### src/hw/ovf_pkg.sv
// Constants, types and helpers for the input over-voltage fault handler
package ovf_pkg;

    ////////////////////////////////////////////////////////////////////////////
    localparam logic [7:0]  CMD_THRESH = 8'h55;
    localparam logic [7:0]  CMD_ACTION = 8'h56;
    localparam logic [15:0] THRESH_RST = 16'h7bff;
    localparam logic [7:0]  ACTION_RST = 8'hc0;
    localparam logic [15:0] RD_NONE    = 16'h0000;
    localparam logic [7:0]  RD_PAD     = 8'h00;

    localparam int RESP_HI  = 7;
    localparam int RESP_LO  = 6;
    localparam int RETRY_HI = 5;
    localparam int RETRY_LO = 3;
    localparam int DELAY_HI = 2;
    localparam int DELAY_LO = 0;

    localparam logic [1:0] RESP_IGNORE  = 2'h0;
    localparam logic [1:0] RESP_HOLD    = 2'h1;
    localparam logic [1:0] RESP_DISABLE = 2'h2;
    localparam logic [1:0] RESP_LATCH   = 2'h3;
    localparam logic [2:0] RETRY_NONE    = 3'h0;
    localparam logic [2:0] RETRY_ENDLESS = 3'h7;

    localparam int CLK_PERIOD_NS     = 20;
    localparam int DELAY_UNIT_NS_DEF = 1000;
    localparam int UNIT_CYCLES_DEF   = (DELAY_UNIT_NS_DEF + CLK_PERIOD_NS - 1) / CLK_PERIOD_NS;
    localparam logic [7:0] UNITS_ONE = 8'h01;

    typedef enum logic [2:0] {ST_RUN, ST_HOLD, ST_WAIT, ST_TRY, ST_LATCH} fstate_t;

    // Linear word to unsigned fixed point; exponent+16 is the exponent with its MSB flipped.
    // Negative mantissas count as zero volts.
    function automatic logic [41:0] lin_mag(input logic [15:0] v);
        logic [4:0] sh;
        sh = v[15:11] ^ 5'h10;
        lin_mag = v[10] ? 42'h000_0000_0000 : ({31'h0000_0000, v[10:0]} << sh);
    endfunction

endpackage

### src/hw/ovf_fault_handler.sv
// Input over-voltage fault detection, response and retry control
`timescale 1ns/1ps
`default_nettype none
module ovf_fault_handler #(
    parameter int DELAY_UNIT_NS = ovf_pkg::DELAY_UNIT_NS_DEF
) (
    input  wire logic        sys_clk,
    input  wire logic        rst_b,
    input  wire logic        ce,
    input  wire logic        wr_stb,
    input  wire logic        rd_stb,
    input  wire logic [7:0]  cmd_code,
    input  wire logic [15:0] wr_data,
    input  wire logic [15:0] vin_meas,
    input  wire logic        output_on_cmd,
    input  wire logic        fault_clear,
    output logic [15:0]      rd_data,
    output logic             rd_ack,
    output logic             out_enable,
    output logic             fault_status
);
    localparam int UNIT_CYCLES =
        (DELAY_UNIT_NS + ovf_pkg::CLK_PERIOD_NS - 1) / ovf_pkg::CLK_PERIOD_NS;

    generate
        if (DELAY_UNIT_NS < 1) begin : g_bad_unit
            $error("DELAY_UNIT_NS must be positive");
        end
    endgenerate

    logic [15:0]      thresh_q;
    logic [7:0]       action_q;
    logic [15:0]      rd_data_q;
    logic             rd_ack_q;
    logic             out_q;
    logic             out_d;
    logic             status_q;
    logic [2:0]       tries_q;
    logic [2:0]       tries_d;
    logic             timer_start;
    logic             timer_done;
    ovf_pkg::fstate_t state_q;
    ovf_pkg::fstate_t state_d;

    ////////////////////////////////////////////////////////////////////////////
    // Decode
    wire [1:0] resp  = action_q[ovf_pkg::RESP_HI:ovf_pkg::RESP_LO];
    wire [2:0] retry = action_q[ovf_pkg::RETRY_HI:ovf_pkg::RETRY_LO];
    wire [2:0] dexp  = action_q[ovf_pkg::DELAY_HI:ovf_pkg::DELAY_LO];

    wire fault_now = ovf_pkg::lin_mag(vin_meas) > ovf_pkg::lin_mag(thresh_q);

    wire wr_thresh = wr_stb && (cmd_code == ovf_pkg::CMD_THRESH);
    wire wr_action = wr_stb && (cmd_code == ovf_pkg::CMD_ACTION);
    wire [15:0] rd_sel = (cmd_code == ovf_pkg::CMD_THRESH) ? thresh_q :
                         (cmd_code == ovf_pkg::CMD_ACTION) ? {ovf_pkg::RD_PAD, action_q} :
                         ovf_pkg::RD_NONE;

    wire              retry_go    = (retry != ovf_pkg::RETRY_NONE);
    wire ovf_pkg::fstate_t retry_state = retry_go ? ovf_pkg::ST_WAIT : ovf_pkg::ST_LATCH;
    // endless mode never uses up attempts
    wire [2:0] tries_next = (retry == ovf_pkg::RETRY_ENDLESS) ? tries_q : tries_q - 3'h1;
    wire       tries_gone = (tries_q == 3'h0) && (retry != ovf_pkg::RETRY_ENDLESS);
    wire       try_ok     = out_q && !fault_now;

    ////////////////////////////////////////////////////////////////////////////
    // Response state machine; commanding the output off ends any retry sequence
    always_comb begin
        state_d     = state_q;
        out_d       = out_q;
        tries_d     = tries_q;
        timer_start = 1'b0;
        if (!output_on_cmd) begin
            state_d = ovf_pkg::ST_RUN;
            out_d   = 1'b0;
        end else begin
            unique case (state_q)
                ovf_pkg::ST_RUN: begin
                    out_d = 1'b1;
                    if (fault_now) begin
                        unique case (resp)
                            ovf_pkg::RESP_IGNORE: begin
                                out_d = 1'b1;
                            end
                            ovf_pkg::RESP_HOLD: begin
                                state_d     = ovf_pkg::ST_HOLD;
                                timer_start = 1'b1;
                            end
                            ovf_pkg::RESP_DISABLE: begin
                                out_d       = 1'b0;
                                state_d     = retry_state;
                                tries_d     = retry;
                                timer_start = retry_go;
                            end
                            ovf_pkg::RESP_LATCH: begin
                                out_d   = 1'b0;
                                state_d = ovf_pkg::ST_LATCH;
                            end
                        endcase
                    end
                end
                ovf_pkg::ST_HOLD: begin
                    // act on expiry only if still faulted
                    if (!fault_now) begin
                        state_d = ovf_pkg::ST_RUN;
                    end else if (timer_done) begin
                        out_d       = 1'b0;
                        state_d     = retry_state;
                        tries_d     = retry;
                        timer_start = retry_go;
                    end
                end
                ovf_pkg::ST_WAIT: begin
                    // first attempt one delay after shutdown
                    if (timer_done) begin
                        out_d       = 1'b1;
                        tries_d     = tries_next;
                        timer_start = 1'b1;
                        state_d     = ovf_pkg::ST_TRY;
                    end
                end
                ovf_pkg::ST_TRY: begin
                    if (fault_now) begin
                        out_d = 1'b0;
                    end
                    if (timer_done) begin
                        if (try_ok) begin
                            state_d = ovf_pkg::ST_RUN;
                        end else if (tries_gone) begin
                            out_d   = 1'b0;
                            state_d = ovf_pkg::ST_LATCH;
                        end else begin
                            out_d       = 1'b1;
                            tries_d     = tries_next;
                            timer_start = 1'b1;
                        end
                    end
                end
                ovf_pkg::ST_LATCH: begin
                    out_d = 1'b0;
                    if (fault_clear) begin
                        state_d = ovf_pkg::ST_RUN;
                    end
                end
            endcase
        end
    end

    ////////////////////////////////////////////////////////////////////////////
    // Reset stands in for bias power removal and clears any latched state
    always_ff @(posedge sys_clk or negedge rst_b) begin
        if (!rst_b) begin
            state_q <= ovf_pkg::ST_RUN;
            out_q   <= 1'b0;
            tries_q <= 3'h0;
        end else if (ce) begin
            state_q <= state_d;
            out_q   <= out_d;
            tries_q <= tries_d;
        end
    end

    always_ff @(posedge sys_clk or negedge rst_b) begin
        if (!rst_b) begin
            thresh_q <= ovf_pkg::THRESH_RST;
            action_q <= ovf_pkg::ACTION_RST;
        end else if (ce) begin
            if (wr_thresh) thresh_q <= wr_data;
            if (wr_action) action_q <= wr_data[7:0];
        end
    end

    always_ff @(posedge sys_clk or negedge rst_b) begin
        if (!rst_b) begin
            rd_data_q <= ovf_pkg::RD_NONE;
            rd_ack_q  <= 1'b0;
        end else if (ce) begin
            rd_ack_q <= rd_stb;
            if (rd_stb) rd_data_q <= rd_sel;
        end
    end

    // sticky status, set wins over clear
    always_ff @(posedge sys_clk or negedge rst_b) begin
        if (!rst_b) begin
            status_q <= 1'b0;
        end else if (ce) begin
            status_q <= fault_now || (status_q && !fault_clear);
        end
    end

    ovf_delay_timer #(
        .UNIT_CYCLES (UNIT_CYCLES)
    ) u_timer (
        .sys_clk   (sys_clk),
        .rst_b     (rst_b),
        .ce        (ce),
        .start     (timer_start),
        .units_exp (dexp),
        .done      (timer_done)
    );

    assign rd_data      = rd_data_q;
    assign rd_ack       = rd_ack_q;
    assign out_enable   = out_q;
    assign fault_status = status_q;
endmodule
`default_nettype wire

### src/hw/ovf_delay_timer.sv
// Delay timer counting 2^n units of a fixed number of clock cycles
`timescale 1ns/1ps
`default_nettype none
module ovf_delay_timer #(
    parameter int UNIT_CYCLES = ovf_pkg::UNIT_CYCLES_DEF
) (
    input  wire logic       sys_clk,
    input  wire logic       rst_b,
    input  wire logic       ce,
    input  wire logic       start,
    input  wire logic [2:0] units_exp,
    output logic            done
);
    localparam int PW = $clog2(UNIT_CYCLES) + 1;
    localparam logic [PW-1:0] PRE_LAST = PW'(UNIT_CYCLES - 1);

    generate
        if (UNIT_CYCLES < 1) begin : g_bad_unit
            $error("UNIT_CYCLES must be at least one");
        end
    endgenerate

    logic          run_q;
    logic [PW-1:0] pre_q;
    logic [7:0]    left_q;

    wire unit_end  = run_q && (pre_q == PRE_LAST);
    // Done shows in the last cycle so the caller acts on the edge that closes the window;
    // a registered flag would stretch every window, and the restart spacing, by one cycle
    wire last_unit = unit_end && (left_q == ovf_pkg::UNITS_ONE);

    ////////////////////////////////////////////////////////////////////////////
    // A new start restarts the count, so a retry never inherits a stale window
    always_ff @(posedge sys_clk or negedge rst_b) begin
        if (!rst_b) begin
            run_q  <= 1'b0;
            pre_q  <= '0;
            left_q <= 8'h00;
        end else if (ce) begin
            if (start) begin
                run_q  <= 1'b1;
                pre_q  <= '0;
                left_q <= ovf_pkg::UNITS_ONE << units_exp;
            end else if (unit_end) begin
                pre_q  <= '0;
                left_q <= left_q - ovf_pkg::UNITS_ONE;
                run_q  <= (left_q != ovf_pkg::UNITS_ONE);
            end else if (run_q) begin
                pre_q  <= pre_q + PW'(1);
            end
        end
    end

    assign done = last_unit;
endmodule
`default_nettype wire

### config.mk
export PLATFORM = sky130hd
export DESIGN_NAME = ovf_fault_handler
export DESIGN_NICKNAME = d
export VERILOG_FILES = /design/src/hw/ovf_pkg.sv /design/src/hw/ovf_fault_handler.sv /design/src/hw/ovf_delay_timer.sv
export SDC_FILE = /design/constraint.sdc
export NUM_CORES = 1
export LEC_CHECK = 0
export BUFFER_PORTS_ARGS = -buffer_cell sky130_fd_sc_hd__buf_2
export CAP_MARGIN = 5
export CORE_MARGIN = 2
export CORE_UTILIZATION = 50
export DETAILED_ROUTE_END_ITERATION = 12
export PLACE_DENSITY = 0.72
export SLEW_MARGIN = 20
export SYNTH_ARGS = -nofsm -noshare
export SYNTH_HDL_FRONTEND = slang
export SYNTH_SLANG_ARGS = --single-unit
### constraint.sdc
create_clock -name sys_clk -period 6.4 [get_ports sys_clk]
set_clock_uncertainty 0.15 [all_clocks]
set_input_delay 0.96 -clock sys_clk [delete_from_list [all_inputs] [get_ports sys_clk]]
set_output_delay 0.96 -clock sys_clk [all_outputs]
set_load 0.03 [all_outputs]
### After elaboration in Yosys (flattened, before gate mapping)

Index checks and enable logic that the tools add are counted.

* register bits after elaboration: 65
* bits of input ports: 47
* output and inout bits: 19
* word-level logic and storage cells: 129

* add/subtract/negate cells: 3
* $lt $le $gt $ge: 1
* equal/unequal tests: 31
* shift operators: 3
* multiplexer cells: 53
* bitwise gates (word level): 2
* reduce and logical (&&, ||, !) cells: 25

Operator list (number)
* $mux W42: 2
* $shl A11 B5 Y42: 2
* $mux W3: 19
* $gt A42 B42 Y1: 1
* $mux W8: 3
* $mux W7: 3
* $ne A3 B3 Y1 const B: 7
* $mux W1: 19
* $eq A8 B7 Y1 const B: 2
* $mux W16: 1
* $pmux W3 S5: 1
* $ne A2 B2 Y1 const B: 7
* $pmux W3 S4: 1
* $reduce_and A11 Y1: 1
* $reduce_and A2 Y1: 5
* $pmux W3 S3: 1
* $eq A8 B1 Y1 const B: 1
* $ne A4 B4 Y1 const B: 2
* $ne A8 B1 Y1 const B: 1
* $reduce_and A8 Y1: 1
* $shl A1 B3 Y8 const A: 1
* $sub A8 B1 Y8 const B: 1
* $add A7 B1 Y7 const B: 1
* $eq A7 B6 Y1 const B: 1
* other kinds (21): 34

### Longest topological paths before layout

* depth after elaboration: 12
* gate-level depth with buffers: 20

### By module

From an unflattened synthesis, not the netlist that was laid out.

* cells, all modules: 768
* area, all modules: 6142.1 µm²

By module, submodules not included
* ovf_fault_handler: times used 1, cells each 649, area each 5059.9 µm², seq. area each 1246.2 µm²
* ovf_delay_timer: times used 1, cells each 119, area each 1082.3 µm², seq. area each 400.4 µm²

### Worst setup path after synthesis

Ideal clock, no wire load.

* kind: input port to flip-flop
* start: in vin_meas[12]
* end: reg u_timer.left_q[2]
* setup time: 0.126 ns
* arrival time: 4.805 ns
* data required time: 6.124 ns
* slack: 1.319 ns
* cell stages on the path: 18
* path buffers: 3
* path through: clkbuf_1 -> buf_1 -> mux2i_1 -> a21oi_1 -> a21oi_1 -> mux2i_1 -> and2_1 -> ha_1 -> a21oi_1 -> o21ai_0 -> a22oi_1 -> nand3b_1 -> nor4_2 -> nor2_2 -> o21ai_2 -> clkbuf_1 -> nor2_1 -> o32a_1

* longest elaborated chain between the ends: 11

Ends and longest elaborated chain
* start, declared: RTL line ovf_fault_handler.sv:14 `input wire logic [15:0] vin_meas,`
* $shl A11 B5 Y42 (*): RTL line ovf_pkg.sv:38 `lin_mag = v[10] ? 42'h000_0000_0000 : ({31'h0000_0000, v[10:0]} << sh);`
* $mux W42 (*): RTL line ovf_pkg.sv:38
* $gt A42 B42 Y1 (*): RTL line ovf_fault_handler.sv:51 `wire fault_now = ovf_pkg::lin_mag(vin_meas) > ovf_pkg::lin_mag(thresh_q);`
* $logic_not A1 Y1
* $logic_and A1 B1 Y1: RTL line ovf_fault_handler.sv:64 `wire try_ok = out_q && !fault_now;`
* $mux W1: RTL line ovf_fault_handler.sv:127 `if (try_ok) begin`
* $mux W1: RTL line ovf_fault_handler.sv:126 `if (timer_done) begin`
* $pmux W1 S4 (*): RTL line ovf_fault_handler.sv:77 `unique case (state_q)`
* $mux W1 (*): RTL line ovf_fault_handler.sv:73 `if (!output_on_cmd) begin`
* $reduce_bool A2 Y1 (no line)
* $reduce_and A2 Y1 (no line)
* end signal, assigned: RTL line ovf_delay_timer.sv:43 `left_q <= ovf_pkg::UNITS_ONE << units_exp;`
* end signal, assigned: RTL line ovf_delay_timer.sv:46 `left_q <= left_q - ovf_pkg::UNITS_ONE;`
* end, declared: RTL line ovf_delay_timer.sv:25 `logic [7:0] left_q;`

Mark *: on every way between the ends. The rest lies on a longest branch, timed or not.
A chain may end at the register's enable or synchronous reset.

### Worst setup path in the final report

* start: in vin_meas[12]
* end: reg u_timer.left_q[4]

The elaborated chain is that of the path after synthesis.

==> results.json <==
{
  "antenna-diode-count": 0,
  "dr.pass1.iters": 6,
  "async_reset_ff_share_pct": 100,
  "post-dp-hpwl_um": 13000,
  "clock_sinks": 65,
  "p_sw_share_pct": 38.1,
  "clockPowerShare_pct": 31.9,
  "share_of_the_yosys_chip_area_belonging_to_registers_pct": 27.2,
  "post_route_cells_drive_above_1_share_pct": 19.1,
  "dieArea_um2": 13000,
  "ctsHtreeMaxLevel": 3,
  "io_buffers": 65,
  "cts-root-to-sink-buffers": 2,
  "area_growth_syn_to_layout_pct": 10.7,
  "synth.cell_area_um2": 6060,
  "postCtsSetupRepairBufs": 0,
  "final_critical_path_setup_slack_ns": 0.981,
  "post_synth_inst_count": 761,
  "coreArea_um2": 11900,
  "net_count_of_the_mapped_netlist": 859,
  "setup.reg_to_reg.worst_slack_ns": 1.00,
  "timing.critical_path.fanout_max": 19,
  "remaining_drc_errors": 0,
  "comb_power_share_pct": 31.4,
  "final-hold-violation-count": 0,
  "min-delay-path-class": "register to register",
  "avgRoutedWirePerCell_um": 17.8,
  "layout.cell_area.non_filler_um2": 6710,
  "worstSkewPairLatency_ns": 0.34,
  "power_switching_mw": 0.600,
  "place_area_um2": 6400,
  "syn-mean-instance-area_um2": 7.97,
  "max_slew_margin_pct": 26.4,
  "vdd.ir_drop.worst_v": 0.000234,
  "viasPerCell": 6.08,
  "place_congestion": 0.973,
  "synth.lib_cells_used.distinct": 68,
  "finalSetupTns_ns": 0,
  "internal_power_mw": 0.973,
  "vias_in_the_first_global_route": 5476,
  "maxCapViolCount": 0,
  "flops_latches_synth": 65,
  "io-pin-count": 66,
  "number_of_enable_type_register_cells_in_the_synthesized_netlist": 0,
  "startpoint_type": "input pin",
  "antenna_found_initial": 0,
  "setup-violations-final": 0,
  "run_status": "finished clean",
  "synth_flop_cell": "sky130_fd_sc_hd__dfrtp_1",
  "tritoncts_clock_tree": "yes",
  "worstSetupPathType": "input pin to register",
  "grt_util_all_layers_pct": 26.8,
  "cts_resized": 0,
  "groute.layer.met1.usage_pct": 34.9,
  "grt.busiest_layer": "met2",
  "synth_area_leader_cell": "sky130_fd_sc_hd__dfrtp_1",
  "seq_area_um2": 1650,
  "start_util_pct": 50.9,
  "fmax_mhz": 185,
  "final.period_utilization_pct": 84.7,
  "multiInputGateArea_um2": 4160,
  "power_frac_seq_pct": 36.7,
  "rows": 40,
  "cts.clk_slew.worst_paths_ns": 0.06,
  "unrepaired_setup_endpoints_after_global_routing": "no",
  "drt-initial-drc-count": 397,
  "numCtsBuffers": 9,
  "die_height_um": 114,
  "yosys_warnings": 0,
  "wirelength_um": 16800,
  "first_pass_grt_wire_length_um": 27900,
  "synth_top_area_share_pct": 20.2,
  "critical_path_arrival_ns": 5.50,
  "total_leakage_power_nw": 2.85,
  "die_width_um": 114,
  "timing.critical_path.to_type": "register",
  "power.density_cell_area_nw_per_um2": 234,
  "cp.required_ns": 6.48,
  "final.min_clock_period_ns": 5.42,
  "final_net_count": 892,
  "pre_cts_ws_ns": 0.664,
  "cts_hold_buf": 0,
  "grt_max_degree": 66,
  "max_slew.worst_pin.slew_ns": 1.10,
  "layout.filler_cells": 1116,
  "global_route.overflow_total": 0,
  "synth.area.top_cells": "sky130_fd_sc_hd__dfrtp_1, sky130_fd_sc_hd__ha_1, sky130_fd_sc_hd__nand2_1, sky130_fd_sc_hd__dfstp_2, sky130_fd_sc_hd__mux2_2",
  "grtUsageMet3_pct": 5.13,
  "grt_util_met2_pct": 45.7,
  "clock-root-buffer": "sky130_fd_sc_hd__clkbuf_16",
  "timing_max_transition_violations_final": 0,
  "final_antenna_net_count": 0,
  "dr_total_vias": 5747
}
## per-stage QoR
stage	utilization [%]	hold WS (ns)	power (mW)	cells
after global routing	56.4	0.345	1.68	946
after detailed placement	53.8	0.321	1.07	930
final	56.4	0.326	1.57	946
after floorplan	-	0.338	0.942	761
after global placement	53.8	0.308	1.06	930
after CTS	56.3	0.335	1.58	946
## layout make-up
| cell class | instances | share of cell area, % |
|---|---|---|
| inverter | 21 | 1.17 |
| sequential | 65 | 24.5 |
| timing repair buffer | 67 | 5.07 |
| multi-input combinational | 630 | 62.0 |
| clock inverter | 7 | 1.14 |
| clock buffer | 9 | 3.36 |
| tap | 147 | 2.74 |
## final timing paths
| kind | startpoint | end | cells after the start |
|---|---|---|---|
| worst max-delay path | vin_meas[12] | u_timer.left_q[4] | 17 |
| worst min-delay path | rd_data[10] | rd_data[10] | 2 |
| worst max register to register | thresh_q[12] | u_timer.left_q[4] | 17 |
| worst min register to register | rd_data[10] | rd_data[10] | 2 |
| max in group asynchronous | rst_b | tries_q[2] | 2 |
| min in group asynchronous | rst_b | rd_data[8] | 2 |
## layer usage
metal  share of wire, %  wire (um)
met5                  0          0
met3                4.8        806
met4                1.9        324
met1                 44       7390
met2                 49       8300
## critical path: stages
cell                       delay (ns)
sky130_fd_sc_hd__buf_2           0.29
sky130_fd_sc_hd__mux2_2          0.39
sky130_fd_sc_hd__nand2_1         0.06
sky130_fd_sc_hd__o21ai_0         0.11
sky130_fd_sc_hd__mux2i_1         0.31
sky130_fd_sc_hd__o22a_1          0.21
sky130_fd_sc_hd__nor2_1          0.05
sky130_fd_sc_hd__ha_1            0.31
sky130_fd_sc_hd__a21oi_1         0.15
sky130_fd_sc_hd__o21ai_0         0.15
sky130_fd_sc_hd__a22oi_1         0.26
sky130_fd_sc_hd__nand3b_1        0.13
sky130_fd_sc_hd__nor4_2          0.70
sky130_fd_sc_hd__nor2_2          0.24
sky130_fd_sc_hd__o21ai_2         0.65
sky130_fd_sc_hd__nor4_1          0.15
sky130_fd_sc_hd__a221o_1         0.37
## layout by cell type (no fill, tap or decap), drive strengths merged, types with 4 or more instances in the layout
cell,synthesis,layout
a211oi,6,6
a21oi,49,49
a221o,4,4
a22oi,12,12
a31oi,7,7
and2,5,5
and3,4,4
buf,9,67
clkbuf,36,9
dfrtp,49,49
dfstp,16,16
ha,51,51
inv,21,24
mux2,33,33
mux2i,33,33
nand2,123,123
nand2b,15,15
nand3,18,18
nand3b,7,7
nand4,12,12
nor2,68,68
nor2b,7,7
nor3,21,21
nor3b,4,4
nor4,13,13
o21a,6,6
o21ai,72,72
o22a,4,4
o22ai,8,8
or2,6,6
or3,4,4
## synthesized netlist by cell type (5+ instances only)
cell type / number
sky130_fd_sc_hd__a211oi_1: 6
sky130_fd_sc_hd__a21oi_1: 49
sky130_fd_sc_hd__a22oi_1: 12
sky130_fd_sc_hd__a31oi_1: 7
sky130_fd_sc_hd__buf_1: 5
sky130_fd_sc_hd__clkbuf_1: 36
sky130_fd_sc_hd__dfrtp_1: 49
sky130_fd_sc_hd__dfstp_2: 16
sky130_fd_sc_hd__ha_1: 51
sky130_fd_sc_hd__inv_1: 21
sky130_fd_sc_hd__mux2_2: 33
sky130_fd_sc_hd__mux2i_1: 33
sky130_fd_sc_hd__nand2_1: 123
sky130_fd_sc_hd__nand2b_1: 15
sky130_fd_sc_hd__nand3_1: 18
sky130_fd_sc_hd__nand3b_1: 7
sky130_fd_sc_hd__nand4_1: 12
sky130_fd_sc_hd__nor2_1: 64
sky130_fd_sc_hd__nor2b_1: 7
sky130_fd_sc_hd__nor3_1: 21
sky130_fd_sc_hd__nor4_1: 11
sky130_fd_sc_hd__o21a_1: 6
sky130_fd_sc_hd__o21ai_0: 70
sky130_fd_sc_hd__o22ai_1: 8
sky130_fd_sc_hd__or2_2: 5
## cells by family (layout without fill, tap and decap cells)
kind of cell	Yosys count	in the layout	synth area share (%)
other	2	2	0.124
AO/OA/AOI/OAI	192	192	19.5
adder cells (fa/ha/maj)	51	51	10.5
multiplexers	69	69	12.7
XOR/XNOR	2	2	0.289
buffers and inverters	66	104	4.38
flip-flops	65	65	27.2
AND/OR/NAND/NOR	314	314	25.3
## power groups by stage
stage | Sequential, mW | Combinational (mW) | Clock, mW
4_1_cts | 0.575 | 0.489 | 0.512
5_1_grt | 0.592 | 0.560 | 0.526
6_report | 0.577 | 0.494 | 0.502
3_5_place_dp | 0.580 | 0.486 | 0
2_1_floorplan | 0.536 | 0.406 | 0
3_3_place_gp | 0.579 | 0.478 | 0
## state kept, by name, indices dropped and copies added, names as in the netlist
register,flops
u_timer.left_q,8
u_timer.pre_q,7
tries_q,3
fault_status,1
rd_ack,1
state_q,3
action_q,8
thresh_q,16
u_timer.run_q,1
out_enable,1
rd_data,16
Power figures use the tool's default switching activity.
